File: config.mk
export PLATFORM = sky130hd
export DESIGN_NAME = bbr_remap
export DESIGN_NICKNAME = d
export VERILOG_FILES = /design/src/logic/bbr_pkg.sv /design/src/logic/bbr_region_decode.sv /design/src/logic/bbr_remap.sv
export VERILOG_INCLUDE_DIRS = /design/src /design/src/logic
export SDC_FILE = /design/constraint.sdc
export NUM_CORES = 1
export LEC_CHECK = 0
export BUFFER_PORTS_ARGS = -buffer_cell sky130_fd_sc_hd__buf_2
export CAP_MARGIN = 30
export CORE_UTILIZATION = 54
export CTS_BUF_LIST = sky130_fd_sc_hd__clkbuf_2
export CTS_CLUSTER_DIAMETER = 100
export DETAILED_ROUTE_END_ITERATION = 7
export HOLD_SLACK_MARGIN = 0.12
export PLACE_DENSITY = 0.88
export SLEW_MARGIN = 20
export SYNTH_ARGS = -nofsm -noshare
export SYNTH_HDL_FRONTEND = slang
export SYNTH_SLANG_ARGS = --single-unit
File: constraint.sdc
create_clock -name clk -period 5.2 [get_ports clk]
set_input_delay 1.3 -clock clk [delete_from_list [all_inputs] [get_ports clk]]
set_output_delay 1.3 -clock clk [all_outputs]
set_load 0.005 [all_outputs]
File: src/logic/bbr_params.svh
`ifndef BBR_PARAMS_SVH
`define BBR_PARAMS_SVH
// Functional notes
// Bit-band is a build option; without it alias addresses pass untouched.
// Two bit-band targets: lowest 1MB of SRAM and of peripheral space.
// Two 32MB alias regions, each redirected to its own 1MB target.
// Alias offset = byte offset * 32 + bit number * 4; inverted here.
// Bit number field picks one of eight bits, 0 to 7, in the byte.
// SRAM alias base 0x22000000 targets bit 0 of byte 0x20000000.
// Alias read fetches target byte, returns addressed bit in the LSB.
// Alias read data is whole-word one or zero; bits 31:1 are zero.
// Alias write is a locked read-modify-write; nothing intervenes.
// Alias write uses write data bit 0 only; bits 31:1 ignored.
// Core runs on during the sequence; stalls only on a new access.
// Direct bit-band region accesses are ordinary reads and writes.
// Instruction fetches to alias addresses are not remapped.
// Unaligned spill pieces into alias space are plain byte accesses.
// Exclusive accesses to bit-band or alias regions are unsupported.
// Peripheral alias and bit-band bases are build-time parameters.

`define BBR_SRAM_ALIAS_BASE 32'h2200_0000
`define BBR_SRAM_BAND_BASE  32'h2000_0000
`define BBR_PERI_ALIAS_DFLT 32'h4200_0000
`define BBR_PERI_BAND_DFLT  32'h4000_0000
`define BBR_ALIAS_TOP       31
`define BBR_ALIAS_BOT       25
`define BBR_BAND_TOP        31
`define BBR_BAND_BOT        20
`define BBR_BYTE_TOP        24
`define BBR_BYTE_BOT        5
`define BBR_BIT_TOP         4
`define BBR_BIT_BOT         2
`define BBR_WBIT            0
`define BBR_SIZE_BYTE       2'h0
`define BBR_BYTE_ZERO       8'h00
`define BBR_WORD_ZERO       32'h0000_0000
`define BBR_HI_ZERO         31'h0000_0000
`endif

File: src/logic/bbr_pkg.sv
package bbr_pkg;
   typedef enum logic [1:0] {
      BBR_IDLE = 2'h0,
      BBR_PASS = 2'h1,
      BBR_BRD  = 2'h3,
      BBR_BWR  = 2'h2
   } bbr_state_t;
endpackage

File: src/logic/bbr_region_decode.sv
`include "bbr_params.svh"
module bbr_region_decode #(
   parameter logic [31:0] ALIAS_BASE = `BBR_SRAM_ALIAS_BASE,
   parameter logic [31:0] BAND_BASE  = `BBR_SRAM_BAND_BASE
) (
   input  wire logic [31:0] addr,
   output logic             alias_hit,
   output logic             band_hit,
   output logic [31:0]      tgt_addr
);
   always_comb begin
      alias_hit = addr[`BBR_ALIAS_TOP:`BBR_ALIAS_BOT] ==
                  ALIAS_BASE[`BBR_ALIAS_TOP:`BBR_ALIAS_BOT];
      band_hit  = addr[`BBR_BAND_TOP:`BBR_BAND_BOT] ==
                  BAND_BASE[`BBR_BAND_TOP:`BBR_BAND_BOT];
      tgt_addr  = {BAND_BASE[`BBR_BAND_TOP:`BBR_BAND_BOT],
                   addr[`BBR_BYTE_TOP:`BBR_BYTE_BOT]};
   end

endmodule

File: src/logic/bbr_remap.sv
`include "bbr_params.svh"
module bbr_remap #(
   parameter bit          BITBAND_EN      = 1'b1,
   parameter logic [31:0] PERI_ALIAS_BASE = `BBR_PERI_ALIAS_DFLT,
   parameter logic [31:0] PERI_BAND_BASE  = `BBR_PERI_BAND_DFLT
) (
   input  wire logic        clk,
   input  wire logic        rst,
   input  wire logic        c_req,
   input  wire logic [31:0] c_addr,
   input  wire logic        c_write,
   input  wire logic [1:0]  c_size,
   input  wire logic [31:0] c_wdata,
   input  wire logic        c_instr,
   input  wire logic        c_spill,
   input  wire logic        c_excl,
   output logic             c_ack,
   output logic             c_err,
   output logic [31:0]      c_rdata,
   output logic             b_req,
   output logic [31:0]      b_addr,
   output logic             b_write,
   output logic [1:0]       b_size,
   output logic [31:0]      b_wdata,
   output logic             b_lock,
   input  wire logic        b_done,
   input  wire logic [31:0] b_rdata
);
   bbr_pkg::bbr_state_t state_reg, state_next;
   logic        c_ack_reg,   c_ack_next;
   logic        c_err_reg,   c_err_next;
   logic [31:0] c_rdata_reg, c_rdata_next;
   logic        b_req_reg,   b_req_next;
   logic [31:0] b_addr_reg,  b_addr_next;
   logic        b_write_reg, b_write_next;
   logic [1:0]  b_size_reg,  b_size_next;
   logic [31:0] b_wdata_reg, b_wdata_next;
   logic        b_lock_reg,  b_lock_next;
   logic        op_wr_reg,   op_wr_next;
   logic [2:0]  bit_reg,     bit_next;
   logic        wbit_reg,    wbit_next;

   logic        s_alias, s_band, p_alias, p_band;
   logic [31:0] s_tgt, p_tgt;
   logic        take, is_bb, excl_bb;
   logic [7:0]  rd_byte, new_byte;

   bbr_region_decode #(
      .ALIAS_BASE (`BBR_SRAM_ALIAS_BASE),
      .BAND_BASE  (`BBR_SRAM_BAND_BASE)
   ) u_sram_dec (
      .addr      (c_addr),
      .alias_hit (s_alias),
      .band_hit  (s_band),
      .tgt_addr  (s_tgt)
   );

   bbr_region_decode #(
      .ALIAS_BASE (PERI_ALIAS_BASE),
      .BAND_BASE  (PERI_BAND_BASE)
   ) u_peri_dec (
      .addr      (c_addr),
      .alias_hit (p_alias),
      .band_hit  (p_band),
      .tgt_addr  (p_tgt)
   );

   always_comb begin
      take    = (state_reg == bbr_pkg::BBR_IDLE) && c_req &&
                !c_ack_reg && !c_err_reg;
      is_bb   = BITBAND_EN && (s_alias || p_alias) &&
                !c_instr && !c_spill && !c_excl;
      excl_bb = BITBAND_EN && c_excl &&
                (s_alias || p_alias || s_band || p_band);
      rd_byte = b_rdata[{b_addr_reg[1:0], 3'h0} +: 8];
      new_byte = rd_byte;
      new_byte[bit_reg] = wbit_reg;
   end

   always_comb begin
      state_next   = state_reg;
      c_ack_next   = 1'b0;
      c_err_next   = 1'b0;
      c_rdata_next = c_rdata_reg;
      b_req_next   = b_req_reg;
      b_addr_next  = b_addr_reg;
      b_write_next = b_write_reg;
      b_size_next  = b_size_reg;
      b_wdata_next = b_wdata_reg;
      b_lock_next  = b_lock_reg;
      op_wr_next   = op_wr_reg;
      bit_next     = bit_reg;
      wbit_next    = wbit_reg;
      unique case (state_reg)
         bbr_pkg::BBR_IDLE: begin
            if (take) begin
               if (excl_bb) begin
                  c_err_next = 1'b1;
               end else if (is_bb) begin
                  b_req_next   = 1'b1;
                  b_addr_next  = s_alias ? s_tgt : p_tgt;
                  b_write_next = 1'b0;
                  b_size_next  = `BBR_SIZE_BYTE;
                  b_lock_next  = c_write;
                  op_wr_next   = c_write;
                  bit_next     = c_addr[`BBR_BIT_TOP:`BBR_BIT_BOT];
                  wbit_next    = c_wdata[`BBR_WBIT];
                  c_ack_next   = c_write;
                  state_next   = bbr_pkg::BBR_BRD;
               end else begin
                  b_req_next   = 1'b1;
                  b_addr_next  = c_addr;
                  b_write_next = c_write;
                  b_size_next  = c_size;
                  b_wdata_next = c_wdata;
                  b_lock_next  = 1'b0;
                  op_wr_next   = c_write;
                  state_next   = bbr_pkg::BBR_PASS;
               end
            end
         end
         bbr_pkg::BBR_PASS: begin
            if (b_done) begin
               b_req_next   = 1'b0;
               b_write_next = 1'b0;
               c_ack_next   = 1'b1;
               c_rdata_next = op_wr_reg ? `BBR_WORD_ZERO : b_rdata;
               state_next   = bbr_pkg::BBR_IDLE;
            end
         end
         bbr_pkg::BBR_BRD: begin
            if (b_done) begin
               if (op_wr_reg) begin
                  b_write_next = 1'b1;
                  b_wdata_next = {4{new_byte}};
                  state_next   = bbr_pkg::BBR_BWR;
               end else begin
                  b_req_next   = 1'b0;
                  c_ack_next   = 1'b1;
                  c_rdata_next = {`BBR_HI_ZERO, rd_byte[bit_reg]};
                  state_next   = bbr_pkg::BBR_IDLE;
               end
            end
         end
         bbr_pkg::BBR_BWR: begin
            if (b_done) begin
               b_req_next   = 1'b0;
               b_write_next = 1'b0;
               b_lock_next  = 1'b0;
               state_next   = bbr_pkg::BBR_IDLE;
            end
         end
      endcase
   end

   always_ff @(posedge clk) begin
      if (rst) begin
         state_reg   <= bbr_pkg::BBR_IDLE;
         c_ack_reg   <= 1'b0;
         c_err_reg   <= 1'b0;
         c_rdata_reg <= `BBR_WORD_ZERO;
         b_req_reg   <= 1'b0;
         b_addr_reg  <= `BBR_WORD_ZERO;
         b_write_reg <= 1'b0;
         b_size_reg  <= `BBR_SIZE_BYTE;
         b_wdata_reg <= `BBR_WORD_ZERO;
         b_lock_reg  <= 1'b0;
         op_wr_reg   <= 1'b0;
         bit_reg     <= 3'h0;
         wbit_reg    <= 1'b0;
      end else begin
         state_reg   <= state_next;
         c_ack_reg   <= c_ack_next;
         c_err_reg   <= c_err_next;
         c_rdata_reg <= c_rdata_next;
         b_req_reg   <= b_req_next;
         b_addr_reg  <= b_addr_next;
         b_write_reg <= b_write_next;
         b_size_reg  <= b_size_next;
         b_wdata_reg <= b_wdata_next;
         b_lock_reg  <= b_lock_next;
         op_wr_reg   <= op_wr_next;
         bit_reg     <= bit_next;
         wbit_reg    <= wbit_next;
      end
   end

   assign c_ack   = c_ack_reg;
   assign c_err   = c_err_reg;
   assign c_rdata = c_rdata_reg;
   assign b_req   = b_req_reg;
   assign b_addr  = b_addr_reg;
   assign b_write = b_write_reg;
   assign b_size  = b_size_reg;
   assign b_wdata = b_wdata_reg;
   assign b_lock  = b_lock_reg;
endmodule

==> impl_metrics.toml, run 1 <==
[finish]
stdcell_area_um2 = 6392
drive_gt1_share_pct = 35.36
syn_to_final_growth_pct = 22.43
nNetsFinal = 878
fin_cells = 901
antenna_cells = 0

[worst_setup_path]
cp-startpoint = "b_addr[0]"
crit_family = "flip-flops"
criticalPathCategory = "flip-flop to output pin"
cp-end-kind = "output pin"
worst-path-max-fanout = 12
slowest_stage = "dfxtp_1"
cp.depth = 1
r2r_slack_ns = 2.89
path_buf_inv = 1
timing.rr.end = "b_wdata[6]"
timing.rr.start = "state_reg[1]"
crit_chain = "buf_2"
critPathMaxStageDelay_ns = 0.82
arrival_ns = 1.61
startpoint_type = "flip-flop"
required_ns = 3.90
ff2ff_path_depth = 7
crit_end = "b_addr[0]"

[route]
antenna_left = 0
wl_per_cell_um = 15.53
viasPerCell = 5.558
drtPass1Iterations = 5
drc_errors = 0
totalWireLength_mm = 13.99
vias = 5008
drt-initial-drc-count = 308

[place]
numPortBuffers = 208
dpl_cell_area_um2 = 6296
gp_congestion = 0.8035
dp_cells = 885
detailed_place_hpwl_mm = 10.12

[clock_tree]
path_clk_slew_ns = 0.30
post_cts_buffers = 0
ctsHoldBuffers = 0
cts-root-buf = "clkbuf_2"
cts_buffers = 9
worstSkewPairLatency_ns = 0.58
cts_tree = "done"
clockBufferDepth = 2
htreeDepth = 3
numClockSinks = 110
ctsResizeCount = 0

[timing]
tightestPinTransition_ns = 0.8094
setup_viol = 0
maxSlewHeadroom_pct = 46.04
final.setup.tns_ns = 0
fin_skew_ns = 0.03067
rsz0062_at_grt = "false"
max_freq_mhz = 343.1
layout_min_cycle_time_ns = 2.915
final_hold_viol_count = 0
timing.final.max_slew_violations = 0
hold_slack_ns = 0.4727
period_share_pct = 56.05

[yosys]
synth.distinct_cells = 57
yosysWarnings = 0
syn_nets = 698
synth_seq_area_share_pct = 42.18
synth_ff_type = "dfxtp_1"
synth.top_cell.area_share_pct = 42.18
avgSynthCellArea_um2 = 8.895
synth_cells = 587
yosysTopAreaCell = "dfxtp_1"
synth_area_um2 = 5221
synth.area.top_cells = "dfxtp_1, nor2_1, mux2i_1"
synth_edf_count = 0
synth.ff_latch_count = 110
synthArstFlopShare_pct = 0

[global_routing]
grt_max_degree = 63
top_usage_layer = "met2"
first_global_vias = 4610
gr-usage-met1_pct = 35.43
antenna_found_initial = 0
grt_usage_pct = 27.38
grt_pass1_wl_mm = 21.95
grtUsageMet2_pct = 45.31
use_met3_pct = 6.058
grt_overflow = 0

[floorplan]
rows = 35
dieArea_um2 = 10070
start_util_pct = 56.24
die_height_um = 100.3
io_pins = 209
core_area_um2 = 9284
die_w_um = 100.3

[power]
seq_power_share_pct = 42.6
total_power_mw = 2.760
power.share.clock_pct = 12.9
p_per_area_nw_per_um2 = 431.7
netSwitchingFraction_pct = 39.27
p_int_mw = 1.676
vdd_drop_max_mv = 0.2611
power_frac_comb_pct = 44.5
switchingPower_mw = 1.084
leakage_nw = 2.994

[status]
status = "completed"

[flow_run]
maxCapViolations = 0

[min_path]
holdCritPathClass = "flip-flop to flip-flop"
-- synth_stat cells (all sizes together) (3+ instances only) --
cell type	count
nand2b	3
a22oi	32
nor4b	3
mux4	9
clkbuf	28
mux2i	36
o31ai	8
nor4	3
dfxtp	110
buf	17
a21oi	25
nor3	3
o21ai	6
nand2	62
nor2	142
or3b	4
ha	5
nand3	19
a211oi	13
a311oi	15
inv	4
nor2b	4
nand3b	11
-- kinds of logic (layout without fill, tap and decap cells) --
| logic type | after synthesis | count (layout) | synth area share, % |
|---|---|---|---|
| AO/OA/AOI/OAI | 112 | 112 | 17.52 |
| XOR/XNOR | 1 | 1 | 0.1678 |
| adder cells (fa/ha/maj) | 5 | 5 | 1.198 |
| buffers and inverters | 50 | 235 | 4.744 |
| flip-flops | 110 | 110 | 42.18 |
| multiplexers | 45 | 45 | 10.78 |
| AND/OR/NAND/NOR | 264 | 264 | 23.41 |
-- per-stage QoR --
step                      setup slack (ns)  utilization, %
after floorplan                      2.617               -
after global placement               1.866           67.14
after detailed placement             1.861           67.82
after CTS                            2.215           68.85
after global routing                 2.112           68.85
final                                2.285           68.85
-- per-layer routing --
| metal | vias up | share of wire (%) |
|---|---|---|
| li1 | 2431 | - |
| met2 | 210 | 48 |
| met1 | 2338 | 43 |
| met4 | 0 | 2.3 |
| met3 | 29 | 6.8 |
| met5 | - | 0 |
-- layout by cell type (no fill, tap or decap), drive strengths merged, types with 11 or more instances in the layout --
master,n
dfxtp,110
nand2,62
a211oi,13
nand3b,11
nor2,142
a21oi,25
a22oi,32
nand3,19
a311oi,15
mux2i,36
buf,214
-- how the worst min path moves through the flow --
stage,from,to,slack (ns),cells past startpoint
finish,b_size[0],b_size[0],0.47,2
global route,b_addr[24],b_addr[24],0.49,2
CTS,b_addr[24],b_addr[24],0.48,2
detailed placement,b_addr[24],b_addr[24],0.45,2
global placement,b_addr[23],b_addr[23],0.44,2
floorplan,b_addr[20],b_addr[20],0.45,2
-- area by class of cell --
type	count	area, um^2
Fill cell	782	2892
Multi-Input combinational cell	427	2785
Sequential cell	110	2202
Timing Repair Buffer	214	1129
Tap cell	129	161.4
Clock buffer	10	50.05
Clock inverter	6	46.29
Inverter	5	18.77
-- worst register-to-register path: cells and delay by family, from the launching register on --
kind | cells | cell delay, ns
AND/OR/NAND/NOR | 2 | 0.16
flip-flops | 1 | 0.44
adder cells (fa/ha/maj) | 1 | 0.19
AO/OA/AOI/OAI | 1 | 0.50
buffers and inverters | 2 | 0.81
multiplexers | 1 | 0.15
-- power by group through the flow --
stage / sequential (mW) / combinational [mW] / clock, mW
final: 1.18 / 1.23 / 0.356
after global routing: 1.20 / 1.35 / 0.394
after CTS: 1.18 / 1.23 / 0.363
after detailed placement: 1.20 / 1.22 / 0
after global placement: 1.18 / 1.16 / 0
after floorplan: 1.19 / 0.851 / 0
No activity file was read; power rests on OpenSTA's default activity.
==> run 2: changes to the inputs <==
--- a/config.mk
+++ b/config.mk
@@ -8,12 +8,12 @@
 export LEC_CHECK = 0
 export BUFFER_PORTS_ARGS = -buffer_cell sky130_fd_sc_hd__buf_2
 export CAP_MARGIN = 30
-export CORE_UTILIZATION = 54
+export CORE_UTILIZATION = 50
 export CTS_BUF_LIST = sky130_fd_sc_hd__clkbuf_2
 export CTS_CLUSTER_DIAMETER = 100
 export DETAILED_ROUTE_END_ITERATION = 7
 export HOLD_SLACK_MARGIN = 0.12
-export PLACE_DENSITY = 0.88
+export PLACE_DENSITY = 0.82
 export SLEW_MARGIN = 20
 export SYNTH_ARGS = -nofsm -noshare
 export SYNTH_HDL_FRONTEND = slang
==> constraint.sdc (replaced) <==
create_clock -name clk -period 2.9 [get_ports clk]
set_input_delay 0.725 -clock clk [delete_from_list [all_inputs] [get_ports clk]]
set_output_delay 0.725 -clock clk [all_outputs]
set_load 0.005 [all_outputs]
==> run 2 against run 1 <==
Compared with the run above:
- first-iteration DRC count shrank 3.9%
- non-clock buffer count rose by 6
- largest cell class unchanged
- clock-buffer cell count unchanged
- largest power group unchanged
- highest routed layer unchanged
- critical endpoint is now b_addr[1]
==> impl_metrics.toml, run 2 (same netlist as run 1, synthesis figures left out) <==
[global_routing]
grt_usage_pct = 25.79
grt_max_degree = 71
antenna_found_initial = 0
grt_overflow = 0
first_global_vias = 4781
grt_pass1_wl_mm = 22.85

[finish]
drive_gt1_share_pct = 35.74
final_cell_mix = "buf_2, nor2_1, dfxtp_1"
antenna_cells = 0
fillers = 876
syn_to_final_growth_pct = 22.65
nNetsFinal = 884
layout_commonest_cell = "buf_2"
fin_cells = 908

[floorplan]
core_area_um2 = 9955
dieArea_um2 = 10860
die_w_um = 104.2
start_util_pct = 52.45
io_pins = 209
die_height_um = 104.2
rows = 36

[route]
wl_per_cell_um = 15.64
viasPerCell = 5.542
drc_errors = 0
drt-initial-drc-count = 296
totalWireLength_mm = 14.20
drtPass1Iterations = 5
antenna_left = 0
vias = 5032

[clock_tree]
worstSkewPairLatency_ns = 0.54
cts_tree = "done"
post_cts_buffers = 0
ctsResizeCount = 0
htreeDepth = 3
path_clk_slew_ns = 0.26
cts-root-buf = "clkbuf_2"
numClockSinks = 110
cts_buffers = 9
ctsHoldBuffers = 0
clockBufferDepth = 2

[worst_setup_path]
cp-end-kind = "output pin"
crit_chain = "buf_2"
startpoint_type = "flip-flop"
timing.rr.end = "b_wdata[27]"
arrival_ns = 1.55
criticalPathCategory = "flip-flop to output pin"
slowest_stage = "dfxtp_1"
critPathMaxStageDelay_ns = 0.78
r2r_slack_ns = 0.64
timing.rr.start = "b_addr[0]"
worst-path-max-fanout = 13
crit_family = "flip-flops"
ff2ff_path_depth = 5
required_ns = 2.17
path_buf_inv = 1

[timing]
layout_min_cycle_time_ns = 2.272
period_share_pct = 78.36
tightestPinTransition_ns = 0.7155
timing.final.max_slew_violations = 0
final_hold_viol_count = 0
max_freq_mhz = 440.1
setup_viol = 0
maxSlewHeadroom_pct = 52.30
rsz0062_at_grt = "false"
final.setup.tns_ns = 0
fin_skew_ns = 0.008503

[status]
status = "completed"

[power]
vdd_drop_max_mv = 0.4265
p_per_area_nw_per_um2 = 770.1
leakage_nw = 3.013

[place]
detailed_place_hpwl_mm = 10.40
dp_cells = 895
numPortBuffers = 208
gp_congestion = 0.8359

[flow_run]
maxCapViolations = 0

[min_path]
min_from = "c_addr[30]"
worstHoldEndpoint = "b_addr[30]"
hold_path_depth = 3
holdCritPathClass = "input pin to flip-flop"
run 2: power breakdown:
part           total [mW]  internal, mW  leakage [nW]  switching, mW
Clock               0.566        0.0990        0.0533          0.467
Sequential           2.11          1.88         0.900          0.229
Combinational        2.25          1.04          2.06           1.21
run 2: final cells by class:
cell class,count,area (um^2),share of cell area (%)
Clock buffer,10,50.05,0.7816
Inverter,5,18.77,0.2931
Timing Repair Buffer,220,1166,18.21
Multi-Input combinational cell,427,2785,43.49
Sequential cell,110,2202,34.39
Tap cell,133,166.4,2.599
Clock inverter,3,15.01,0.2345
run 2: worst max-delay path by stage:
stage                     from     endpoint  depth (start not counted)
global route         b_addr[0]  b_wdata[19]                          5
floorplan           c_addr[26]   b_wdata[0]                          6
global placement    c_addr[26]    b_addr[0]                          6
CTS                  b_addr[1]    b_addr[1]                          1
finish               b_addr[1]    b_addr[1]                          1
detailed placement  c_addr[26]    b_addr[3]                          6
run 2: metal layers:
layer / GRT usage, % / wire [um] / vias up
li1: - / - / 2438
met1: 33.15 / 6076 / 2375
met2: 42.05 / 6863 / 197
met3: 7.268 / 1027 / 22
met4: 7.653 / 230 / 0
met5: 0 / 0 / -
run 2: metrics by stage:
step	hold slack (ns)	worst slack [ns]	area, um^2	power [mW]	util [%]
final	0.3970	0.6276	6404	4.931	64.33
after global routing	0.3378	0.4799	6404	5.283	64.33
after CTS	0.3636	0.6166	6404	4.951	64.33
after detailed placement	0.4455	0.4637	6339	4.396	63.68
after global placement	0.4388	0.5611	6324	4.280	63.52
after floorplan	0.4483	0.8922	5221	3.658	-
run 2: worst reg2reg max path: stages (launching register included):
cell and delay [ns]:
dfxtp_1 0.73, mux4_2 0.61, a211oi_2 0.53, nor2_1 0.11, mux2i_1 0.14, nor2_1 0.05
